## config.mk

```make
export PLATFORM = sky130hd
export DESIGN_NAME = can_acceptance_mask_select
export DESIGN_NICKNAME = d
export VERILOG_FILES = /design/src/core/can_mask_pkg.sv /design/src/core/can_acceptance_mask_select.sv
export SDC_FILE = /design/constraint.sdc
export NUM_CORES = 1
export LEC_CHECK = 0
export CAP_MARGIN = 30
export CORE_ASPECT_RATIO = 0.9
export CORE_UTILIZATION = 40
export DETAILED_ROUTE_END_ITERATION = 8
export DONT_BUFFER_PORTS = 1
export MAX_ROUTING_LAYER = met4
export PLACE_DENSITY_LB_ADDON = 0.1
export SYNTH_ARGS = -nofsm -noshare
export SYNTH_HDL_FRONTEND = slang
export SYNTH_SLANG_ARGS = --single-unit
```

## constraint.sdc

```tcl
create_clock -name aclk -period 3.37 [get_ports aclk]
set_input_delay 0.337 -clock aclk [delete_from_list [all_inputs] [get_ports aclk]]
set_output_delay 0.337 -clock aclk [all_outputs]
set_load 0.1 [all_outputs]
```

## src/core/can_mask_pkg.sv

```systemverilog
package can_mask_pkg;

  // ****************************************
  // Register map (byte addresses)
  // ****************************************
  localparam logic [7:0] OFS_SEL_LOW   = 8'h00;
  localparam logic [7:0] OFS_SEL_HIGH  = 8'h04;
  localparam logic [7:0] OFS_MSTD0     = 8'h08;
  localparam logic [7:0] OFS_MSTD1     = 8'h0C;
  localparam logic [7:0] OFS_MSTD2     = 8'h10;
  localparam logic [7:0] OFS_MEXT0     = 8'h14;
  localparam logic [7:0] OFS_MEXT1     = 8'h18;
  localparam logic [7:0] OFS_MEXT2     = 8'h1C;
  localparam logic [7:0] OFS_LAST_HIT  = 8'h20;

  // ****************************************
  // Reset values and field layout
  // ****************************************
  localparam logic [15:0] SEL_RESET      = 16'h0000;
  localparam logic [15:0] MASK_RESET     = 16'h0000;
  localparam logic [15:0] STD_IMPL_BITS  = 16'hFFEB;
  localparam int          SID_MSB        = 15;
  localparam int          SID_LSB        = 5;
  localparam int          TYPE_BIT       = 3;
  localparam int          NUM_MASKS      = 3;
  localparam int          NUM_FILTERS    = 16;
  localparam int          FILT_PER_SEL   = 8;

  // ****************************************
  // Mask source encoding
  // ****************************************
  localparam logic [1:0] SRC_MASK0    = 2'b00;
  localparam logic [1:0] SRC_MASK1    = 2'b01;
  localparam logic [1:0] SRC_MASK2    = 2'b10;
  localparam logic [1:0] SRC_RESERVED = 2'b11;

  localparam logic [1:0] RESP_OKAY   = 2'b00;
  localparam logic [1:0] RESP_SLVERR = 2'b10;

  typedef struct packed {
    logic        ide;
    logic [10:0] sid;
    logic [17:0] eid;
  } rx_frame_t;

endpackage

```

## src/core/can_acceptance_mask_select.sv

```systemverilog
`timescale 1ns/1ps
// Operation
// Each filter has a 2-bit mask source: 00 mask 0, 01 mask 1, 10 mask 2, 11 reserved.
// The low selection register holds filters 7..0, filter 7 in bits 15-14, filter 0 in 1-0.
// The high selection register holds filters 15..8 packed the same way.
// Three mask sets exist, each with a standard and an extended mask word.
// A one in a standard mask bit makes that identifier bit compared, a zero don't-care.
// Mask bits 17 and 16 in the low bits of the standard word include or exclude those bits.
// With the type match bit set, the frame type must equal the filter extended setting.
// With the type match bit clear, either frame type passes when masked bits agree.
// Unimplemented standard mask bits read zero and ignore writes.
// Every compared identifier bit must equal the filter's stored bit.
// The extended mask word covers bits 15..0, one compared, zero don't-care.
// A hit needs all enabled bits equal and the type condition met.
module can_acceptance_mask_select (
  input  wire logic                   aclk,
  input  wire logic                   aresetn,
  input  wire logic [7:0]             s_axi_awaddr,
  input  wire logic                   s_axi_awvalid,
  output logic                        s_axi_awready,
  input  wire logic [31:0]            s_axi_wdata,
  input  wire logic [3:0]             s_axi_wstrb,
  input  wire logic                   s_axi_wvalid,
  output logic                        s_axi_wready,
  output logic [1:0]                  s_axi_bresp,
  output logic                        s_axi_bvalid,
  input  wire logic                   s_axi_bready,
  input  wire logic [7:0]             s_axi_araddr,
  input  wire logic                   s_axi_arvalid,
  output logic                        s_axi_arready,
  output logic [31:0]                 s_axi_rdata,
  output logic [1:0]                  s_axi_rresp,
  output logic                        s_axi_rvalid,
  input  wire logic                   s_axi_rready,
  input  wire logic                   rx_valid,
  input  wire can_mask_pkg::rx_frame_t rx_frame,
  input  wire logic [15:0]            filter_std_id_word [16],
  input  wire logic [15:0]            filter_ext_id_word [16],
  output logic [15:0]                 filter_hit,
  output logic                        hit_valid
);

  // ****************************************
  // Storage
  // ****************************************
  logic [15:0] filter_mask_select_low;
  logic [15:0] filter_mask_select_high;
  logic [15:0] acceptance_mask_std_id [3];
  logic [15:0] acceptance_mask_ext_id [3];
  logic [15:0] last_hit;
  logic [7:0]  aw_addr;
  logic [7:0]  rd_addr;
  logic        aw_held;
  logic [31:0] w_data;
  logic [3:0]  w_strb;
  logic        w_held;
  logic        wr_do;
  logic [15:0] next_hit;

  // ****************************************
  // Functions
  // ****************************************
  function automatic logic [1:0] filter_mask_source(input logic [15:0] lo,
                                                    input logic [15:0] hi,
                                                    input int          idx);
    logic [15:0] word;
    int          pos;
    word = (idx < can_mask_pkg::FILT_PER_SEL) ? lo : hi;
    pos  = (idx % can_mask_pkg::FILT_PER_SEL) * 2;
    return word[pos +: 2];
  endfunction

  function automatic logic [15:0] merge16(input logic [15:0] old,
                                          input logic [31:0] data,
                                          input logic [3:0]  strb);
    logic [15:0] res;
    res = old;
    if (strb[0]) begin
      res[7:0] = data[7:0];
    end
    if (strb[1]) begin
      res[15:8] = data[15:8];
    end
    return res;
  endfunction

  function automatic logic filter_match(input logic [15:0]            fstd,
                                        input logic [15:0]            fext,
                                        input logic [15:0]            mstd,
                                        input logic [15:0]            mext,
                                        input can_mask_pkg::rx_frame_t f);
    logic [10:0] sid_care;
    logic [17:0] eid_care;
    logic        sid_ok;
    logic        eid_ok;
    logic        type_ok;
    sid_care = mstd[can_mask_pkg::SID_MSB:can_mask_pkg::SID_LSB];
    eid_care = {mstd[1:0], mext};
    sid_ok   = ((fstd[can_mask_pkg::SID_MSB:can_mask_pkg::SID_LSB] ^ f.sid)
                & sid_care) == 11'h000;
    eid_ok   = (({fstd[1:0], fext} ^ f.eid) & eid_care) == 18'h0_0000;
    type_ok  = !mstd[can_mask_pkg::TYPE_BIT]
               || (f.ide == fstd[can_mask_pkg::TYPE_BIT]);
    return sid_ok && (eid_ok || !f.ide) && type_ok;
  endfunction

  function automatic logic known_addr(input logic [7:0] a);
    return (a[1:0] == 2'b00) && (a <= can_mask_pkg::OFS_LAST_HIT);
  endfunction

  // ****************************************
  // AXI4-Lite write path
  // ****************************************
  assign wr_do = aw_held && w_held && !s_axi_bvalid;

  always_ff @(posedge aclk) begin
    if (!aresetn) begin
      s_axi_awready <= 1'b0;
      aw_held       <= 1'b0;
      aw_addr       <= 8'h00;
    end else if (s_axi_bvalid && s_axi_bready) begin
      s_axi_awready <= 1'b1;
      aw_held       <= 1'b0;
    end else if (s_axi_awvalid && s_axi_awready) begin
      s_axi_awready <= 1'b0;
      aw_held       <= 1'b1;
      aw_addr       <= s_axi_awaddr;
    end else if (!aw_held) begin
      s_axi_awready <= 1'b1;
    end
  end

  always_ff @(posedge aclk) begin
    if (!aresetn) begin
      s_axi_wready <= 1'b0;
      w_held       <= 1'b0;
      w_data       <= 32'h0000_0000;
      w_strb       <= 4'h0;
    end else if (s_axi_bvalid && s_axi_bready) begin
      s_axi_wready <= 1'b1;
      w_held       <= 1'b0;
    end else if (s_axi_wvalid && s_axi_wready) begin
      s_axi_wready <= 1'b0;
      w_held       <= 1'b1;
      w_data       <= s_axi_wdata;
      w_strb       <= s_axi_wstrb;
    end else if (!w_held) begin
      s_axi_wready <= 1'b1;
    end
  end

  always_ff @(posedge aclk) begin
    if (!aresetn) begin
      s_axi_bvalid <= 1'b0;
      s_axi_bresp  <= can_mask_pkg::RESP_OKAY;
    end else if (wr_do) begin
      s_axi_bvalid <= 1'b1;
      s_axi_bresp  <= known_addr(aw_addr) ? can_mask_pkg::RESP_OKAY
                                          : can_mask_pkg::RESP_SLVERR;
    end else if (s_axi_bready) begin
      s_axi_bvalid <= 1'b0;
    end
  end

  // ****************************************
  // Configuration registers
  // ****************************************
  always_ff @(posedge aclk) begin
    if (!aresetn) begin
      filter_mask_select_low  <= can_mask_pkg::SEL_RESET;
      filter_mask_select_high <= can_mask_pkg::SEL_RESET;
    end else if (wr_do && aw_addr == can_mask_pkg::OFS_SEL_LOW) begin
      filter_mask_select_low <= merge16(filter_mask_select_low, w_data, w_strb);
    end else if (wr_do && aw_addr == can_mask_pkg::OFS_SEL_HIGH) begin
      filter_mask_select_high <= merge16(filter_mask_select_high, w_data, w_strb);
    end
  end

  always_ff @(posedge aclk) begin
    if (!aresetn) begin
      for (int m = 0; m < can_mask_pkg::NUM_MASKS; m++) begin
        acceptance_mask_std_id[m] <= can_mask_pkg::MASK_RESET;
        acceptance_mask_ext_id[m] <= can_mask_pkg::MASK_RESET;
      end
    end else if (wr_do) begin
      for (int m = 0; m < can_mask_pkg::NUM_MASKS; m++) begin
        if (aw_addr == can_mask_pkg::OFS_MSTD0 + 8'(4 * m)) begin
          acceptance_mask_std_id[m] <= merge16(acceptance_mask_std_id[m], w_data, w_strb)
                                       & can_mask_pkg::STD_IMPL_BITS;
        end
        if (aw_addr == can_mask_pkg::OFS_MEXT0 + 8'(4 * m)) begin
          acceptance_mask_ext_id[m] <= merge16(acceptance_mask_ext_id[m], w_data, w_strb);
        end
      end
    end
  end

  // ****************************************
  // AXI4-Lite read path
  // ****************************************
  always_ff @(posedge aclk) begin
    if (!aresetn) begin
      s_axi_arready <= 1'b0;
      s_axi_rvalid  <= 1'b0;
      s_axi_rdata   <= 32'h0000_0000;
      s_axi_rresp   <= can_mask_pkg::RESP_OKAY;
      rd_addr       <= 8'h00;
    end else if (s_axi_arvalid && s_axi_arready) begin
      s_axi_arready <= 1'b0;
      s_axi_rvalid  <= 1'b1;
      rd_addr       <= s_axi_araddr;
      s_axi_rresp   <= known_addr(s_axi_araddr) ? can_mask_pkg::RESP_OKAY
                                                : can_mask_pkg::RESP_SLVERR;
      case (s_axi_araddr)
        can_mask_pkg::OFS_SEL_LOW:  s_axi_rdata <= {16'h0000, filter_mask_select_low};
        can_mask_pkg::OFS_SEL_HIGH: s_axi_rdata <= {16'h0000, filter_mask_select_high};
        can_mask_pkg::OFS_MSTD0:    s_axi_rdata <= {16'h0000, acceptance_mask_std_id[0]};
        can_mask_pkg::OFS_MSTD1:    s_axi_rdata <= {16'h0000, acceptance_mask_std_id[1]};
        can_mask_pkg::OFS_MSTD2:    s_axi_rdata <= {16'h0000, acceptance_mask_std_id[2]};
        can_mask_pkg::OFS_MEXT0:    s_axi_rdata <= {16'h0000, acceptance_mask_ext_id[0]};
        can_mask_pkg::OFS_MEXT1:    s_axi_rdata <= {16'h0000, acceptance_mask_ext_id[1]};
        can_mask_pkg::OFS_MEXT2:    s_axi_rdata <= {16'h0000, acceptance_mask_ext_id[2]};
        can_mask_pkg::OFS_LAST_HIT: s_axi_rdata <= {16'h0000, last_hit};
        default:                    s_axi_rdata <= 32'h0000_0000;
      endcase
    end else if (s_axi_rvalid && s_axi_rready) begin
      s_axi_rvalid  <= 1'b0;
      s_axi_arready <= 1'b1;
    end else if (!s_axi_rvalid) begin
      s_axi_arready <= 1'b1;
    end
  end

  // ****************************************
  // Acceptance comparison
  // ****************************************
  always_comb begin
    next_hit = 16'h0000;
    for (int i = 0; i < can_mask_pkg::NUM_FILTERS; i++) begin
      logic [1:0] src;
      src = filter_mask_source(filter_mask_select_low, filter_mask_select_high, i);
      if (src != can_mask_pkg::SRC_RESERVED) begin
        next_hit[i] = filter_match(filter_std_id_word[i], filter_ext_id_word[i],
                                   acceptance_mask_std_id[src],
                                   acceptance_mask_ext_id[src], rx_frame);
      end
    end
  end

  always_ff @(posedge aclk) begin
    if (!aresetn) begin
      filter_hit <= 16'h0000;
      hit_valid  <= 1'b0;
      last_hit   <= 16'h0000;
    end else begin
      hit_valid  <= rx_valid;
      filter_hit <= rx_valid ? next_hit : 16'h0000;
      if (rx_valid) begin
        last_hit <= next_hit;
      end
    end
  end

  // ****************************************
  // Assertions
  // ****************************************
  property p_reserved_src;
    @(posedge aclk) disable iff (!aresetn)
    rx_valid && filter_mask_select_low[1:0] == can_mask_pkg::SRC_RESERVED |=> !filter_hit[0];
  endproperty
  a_reserved_src: assert property (p_reserved_src) else $error("reserved source hit");

  property p_sel_low_write;
    @(posedge aclk) disable iff (!aresetn)
    wr_do && aw_addr == can_mask_pkg::OFS_SEL_LOW && w_strb[1:0] == 2'b11
    |=> filter_mask_select_low == $past(w_data[15:0]);
  endproperty
  a_sel_low_write: assert property (p_sel_low_write) else $error("low select lost");

  property p_sel_high_write;
    @(posedge aclk) disable iff (!aresetn)
    wr_do && aw_addr == can_mask_pkg::OFS_SEL_HIGH && w_strb[1:0] == 2'b11
    |=> filter_mask_select_high == $past(w_data[15:0]) && $stable(filter_mask_select_low);
  endproperty
  a_sel_high_write: assert property (p_sel_high_write) else $error("high select lost");

  property p_mask_indep;
    @(posedge aclk) disable iff (!aresetn)
    wr_do && aw_addr == can_mask_pkg::OFS_MSTD1 |=> $stable(acceptance_mask_std_id[0]);
  endproperty
  a_mask_indep: assert property (p_mask_indep) else $error("mask sets coupled");

  property p_sid_dont_care;
    @(posedge aclk) disable iff (!aresetn)
    rx_valid && !rx_frame.ide && filter_mask_select_low[1:0] == can_mask_pkg::SRC_MASK0
    && acceptance_mask_std_id[0] == 16'h0000 |=> filter_hit[0];
  endproperty
  a_sid_dont_care: assert property (p_sid_dont_care) else $error("open mask missed");

  property p_ext_dont_care;
    @(posedge aclk) disable iff (!aresetn)
    rx_valid && rx_frame.ide && filter_mask_select_low[1:0] == can_mask_pkg::SRC_MASK0
    && acceptance_mask_std_id[0] == 16'h0000 && acceptance_mask_ext_id[0] == 16'h0000
    |=> filter_hit[0];
  endproperty
  a_ext_dont_care: assert property (p_ext_dont_care) else $error("ext open missed");

  property p_type_mismatch;
    @(posedge aclk) disable iff (!aresetn)
    rx_valid && filter_mask_select_low[1:0] == can_mask_pkg::SRC_MASK0
    && acceptance_mask_std_id[0][3] && rx_frame.ide != filter_std_id_word[0][3]
    |=> !filter_hit[0];
  endproperty
  a_type_mismatch: assert property (p_type_mismatch) else $error("type not enforced");

  property p_std_read_zero;
    @(posedge aclk) disable iff (!aresetn)
    s_axi_rvalid && rd_addr >= can_mask_pkg::OFS_MSTD0 && rd_addr <= can_mask_pkg::OFS_MSTD2
    |-> s_axi_rdata[4] == 1'b0 && s_axi_rdata[2] == 1'b0 && s_axi_rdata[31:16] == 16'h0000;
  endproperty
  a_std_read_zero: assert property (p_std_read_zero) else $error("unimpl bit read");

  property p_sid_compare;
    @(posedge aclk) disable iff (!aresetn)
    rx_valid && filter_mask_select_low[1:0] == can_mask_pkg::SRC_MASK0
    && acceptance_mask_std_id[0][15:5] == 11'h7FF && rx_frame.sid != filter_std_id_word[0][15:5]
    |=> !filter_hit[0];
  endproperty
  a_sid_compare: assert property (p_sid_compare) else $error("sid mismatch hit");

  property p_hit_needs_valid;
    @(posedge aclk) disable iff (!aresetn)
    filter_hit != 16'h0000 |-> hit_valid && $past(rx_valid);
  endproperty
  a_hit_needs_valid: assert property (p_hit_needs_valid) else $error("stray hit");

  c_write: cover property (@(posedge aclk) disable iff (!aresetn)
    s_axi_bvalid && s_axi_bready);
  c_read: cover property (@(posedge aclk) disable iff (!aresetn)
    s_axi_rvalid && s_axi_rready);
  c_hit: cover property (@(posedge aclk) disable iff (!aresetn)
    hit_valid && filter_hit[15]);

endmodule

```

==> results.md <==
* Area grow syn2layout at 11.3%
* Sequential element share of the synthesized area at 0.221
* Critical path peak fanout at 18
* First-iteration detailed-routing DRC count at about 4,300
* Combinational share of power at 0.261
* Vias at 28,100
* Clock buffer depth at 3
* Slew @ Worst Pin at 1100 ps
* Critical Path, Cell by Cell: inv_1, o21ai_0, nand4_1, o41ai_1, a41oi_1, buf_4, o21ai_0
* Post-route DRC at 0
* Setup violators final at 0
* Worst path most repeated cell: o21ai_0
* Worst setup SP type: flop
* Clk root buf: clkbuf_16
* Largest family of logic cells by synthesized area: multiplexers
* Power per Cell Area at 321 mW/mm²
* DP Wirelength at 124,000 µm
* Delay-heaviest family, CP: compound AO/OA/AOI/OAI gates
* Synth Area in Adders at 0
* Drt pass-1 iters at 6
* Maximum number of pins on one net before global-route repair at 63
* Max cap viols at 0
* Core Area at 0.0630 mm²
* Async set-reset flop share out of synthesis at 0
* # rows at 87
* Distinct cells, synth at 77
* Worst Setup End Kind: flop
* Worst slew margin at 0.266
* Fillers at a little over 6,000
* Layout cells sized above 1 at 0.137
* Starting density of the core at 0.407
* Setup Crit Path Kind: flop to flop
* Multi-input gate area at about 0.018 mm²
* Synth Area in Compound Gates at 0.207
* Fin crit period at roughly 3100 ps
* Vias in the first global route at roughly 27,000
* Final core occ at 0.453
* Peak VDD IR at between 0.4 and 0.5 mV
* Total power at 0.00917 W
* Detailed Route WL at 164,000 µm
* Clk pwr share at 0.373
* Status: finished clean
* Vias per cell at 7.16
* Most frequent cells in the layout: mux2i_1 (398), xor2_1 (338), o21ai_0 (295)
* Register area at 0.00567 mm²
* Sw frac at 0.343
* Avg Synthesized Cell Area at 8.27 µm²
* Post-Synth XOR/XNOR Area at 0.163
* Mapped Area at about 0.026 mm²
* Synth Instances at slightly above 3,000
* Commonest non-fill, non-tap cell in the layout: mux2i_1
* RSZ-0062 raised after global routing: no
* CTS tree: yes
* Sequential power share at 0.366
* Main flop type after synthesis: dfxtp_1
* Skew-Pair Late Insertion Delay at 600 ps
* Crit path DAT at 3600 ps
* Synth Warn # at 0
* Final #Nets at 3,648
* Worst hold path type: input port to flop
* Req. time, crit path at 3850 ps
* F_max at 320 MHz
* Final Max Tran Viols at 0
* Psw at 0.00314 W
* Clk sink count at roughly 240
* Final Skew at 38.9 ps
* Synth Area in Simple Gates at 0.130
* GP Congestion at 1.09
* Setup_tns at 0 ps
* Fin crit share at 0.926
* Internal Pwr Total at around 0.006 W
* IO Count at between 600 and 700
* IO buf count at 0
* WL/cell at about 42 µm
* Critical path's slowest cell: dfxtp_1
* Final ANT Viol Nets at 0
* Number of synthesized register bits at 238
* Total CTS buffers at 27
* Chip width at 269 µm
* Worst path bufs/invs at 2
* Mux contribution to synthesized area at 0.211
* Grt total ovfl at 0
* Lkg Pwr at between 9 and 10 nW
* Initial antenna violation count at 7
* H-Tree Depth at 1
* Die Footprint at 0.0651 mm²
* EDFF count, synth at 90
* Die Ht at 242 µm
* Worst-path clk slew at 60 ps
* First-pass GRT wire length at approximately 220,000 µm
* Final Hold Viols at 0
* All-Layer GR Usage at 0.498
* Largest stage delay, worst path at between 900 and 1000 ps
==> worst paths after layout <==
| check | start | endpoint | slack, ps | cells after the start |
|---|---|---|---|---|
| setup reg to reg | flop | last_hit[7] | 250 | 7 |
| setup / recovery | flop | last_hit[7] | 250 | 7 |
| hold reg to reg | last_hit[15] | last_hit[15] | 490 | 2 |
| hold / removal | aresetn | filter_mask_select_high[13] | 40 | 1 |
==> timing repair <==
item,CTS,global route
hold buffers,33,0
buffers inserted,0,0
hold endpoints to repair,93,0
gates resized for setup,0,0
==> layer usage <==
| layer | vias to the layer above | wire length [µm] | track usage |
|---|---|---|---|
| li1 | 11300 | - | - |
| met2 | 2462 | 66100 | 0.679 |
| met1 | 13700 | 63300 | 0.624 |
| met3 | 639 | 23800 | 0.192 |
| met4 | 0 | 10700 | 0.266 |
| met5 | - | 0 | - |
==> area by class of cell <==
| cell class | instances | area share |
|---|---|---|
| timing repair buffer | 266 | 0.0810 |
| antenna | 8 | 0.000702 |
| multi-input combinational | 2465 | 0.641 |
| clock buffer | 33 | 0.0256 |
| clock inverter | 17 | 0.0102 |
| sequential | 238 | 0.199 |
| tap | 845 | 0.0371 |
| inverter | 48 | 0.00632 |
==> metrics by stage <==
stage | cells | hold slack (ps) | area (µm²) | worst slack (ps)
final | 3920 | 41.2 | 28500 | 250
after global routing | 3917 | 17.1 | 28500 | 206
after CTS | 3909 | 12.2 | 28400 | 358
after detailed placement | 3826 | 464 | 27100 | 404
after global placement | 3818 | 449 | 26900 | 422
after floorplan | 3115 | 420 | 25700 | 345
==> cell usage after synthesis, types with 85 or more instances <==
cell type | instances | area share
xor2_1 | 338 | 0.12
dfxtp_1 | 148 | 0.12
nand2_1 | 146 | 0.021
o21ai_0 | 295 | 0.058
edfxtp_1 | 90 | 0.11
mux2i_1 | 398 | 0.16
buf_2 | 85 | 0.017
nor2b_1 | 86 | 0.021
mux2_2 | 121 | 0.053
o22ai_1 | 131 | 0.032
clkbuf_1 | 241 | 0.035
xnor2_1 | 139 | 0.048
nor2_1 | 99 | 0.015
==> power groups by stage <==
stage / clock network [W] / registers (W) / logic [W]
after global routing: 0.00356 / 0.00333 / 0.00247
after detailed placement: 0 / 0.00339 / 0.00221
after floorplan: 0 / 0.00321 / 0.00158
after global placement: 0 / 0.00341 / 0.00220
after CTS: 0.00345 / 0.00333 / 0.00227
final: 0.00342 / 0.00335 / 0.00240
==> cell families (layout without fill, tap and decap cells) <==
kind of cell | count (synthesis) | after routing
AOI/OAI and AO/OA | 814 | 814
xor gates and xnor gates | 477 | 477
buffers and inverters | 412 | 364
DFF | 238 | 238
muxes | 522 | 522
other | 1 | 26
and+or+nand+nor | 634 | 634
(Power assumes the default switching activity.)
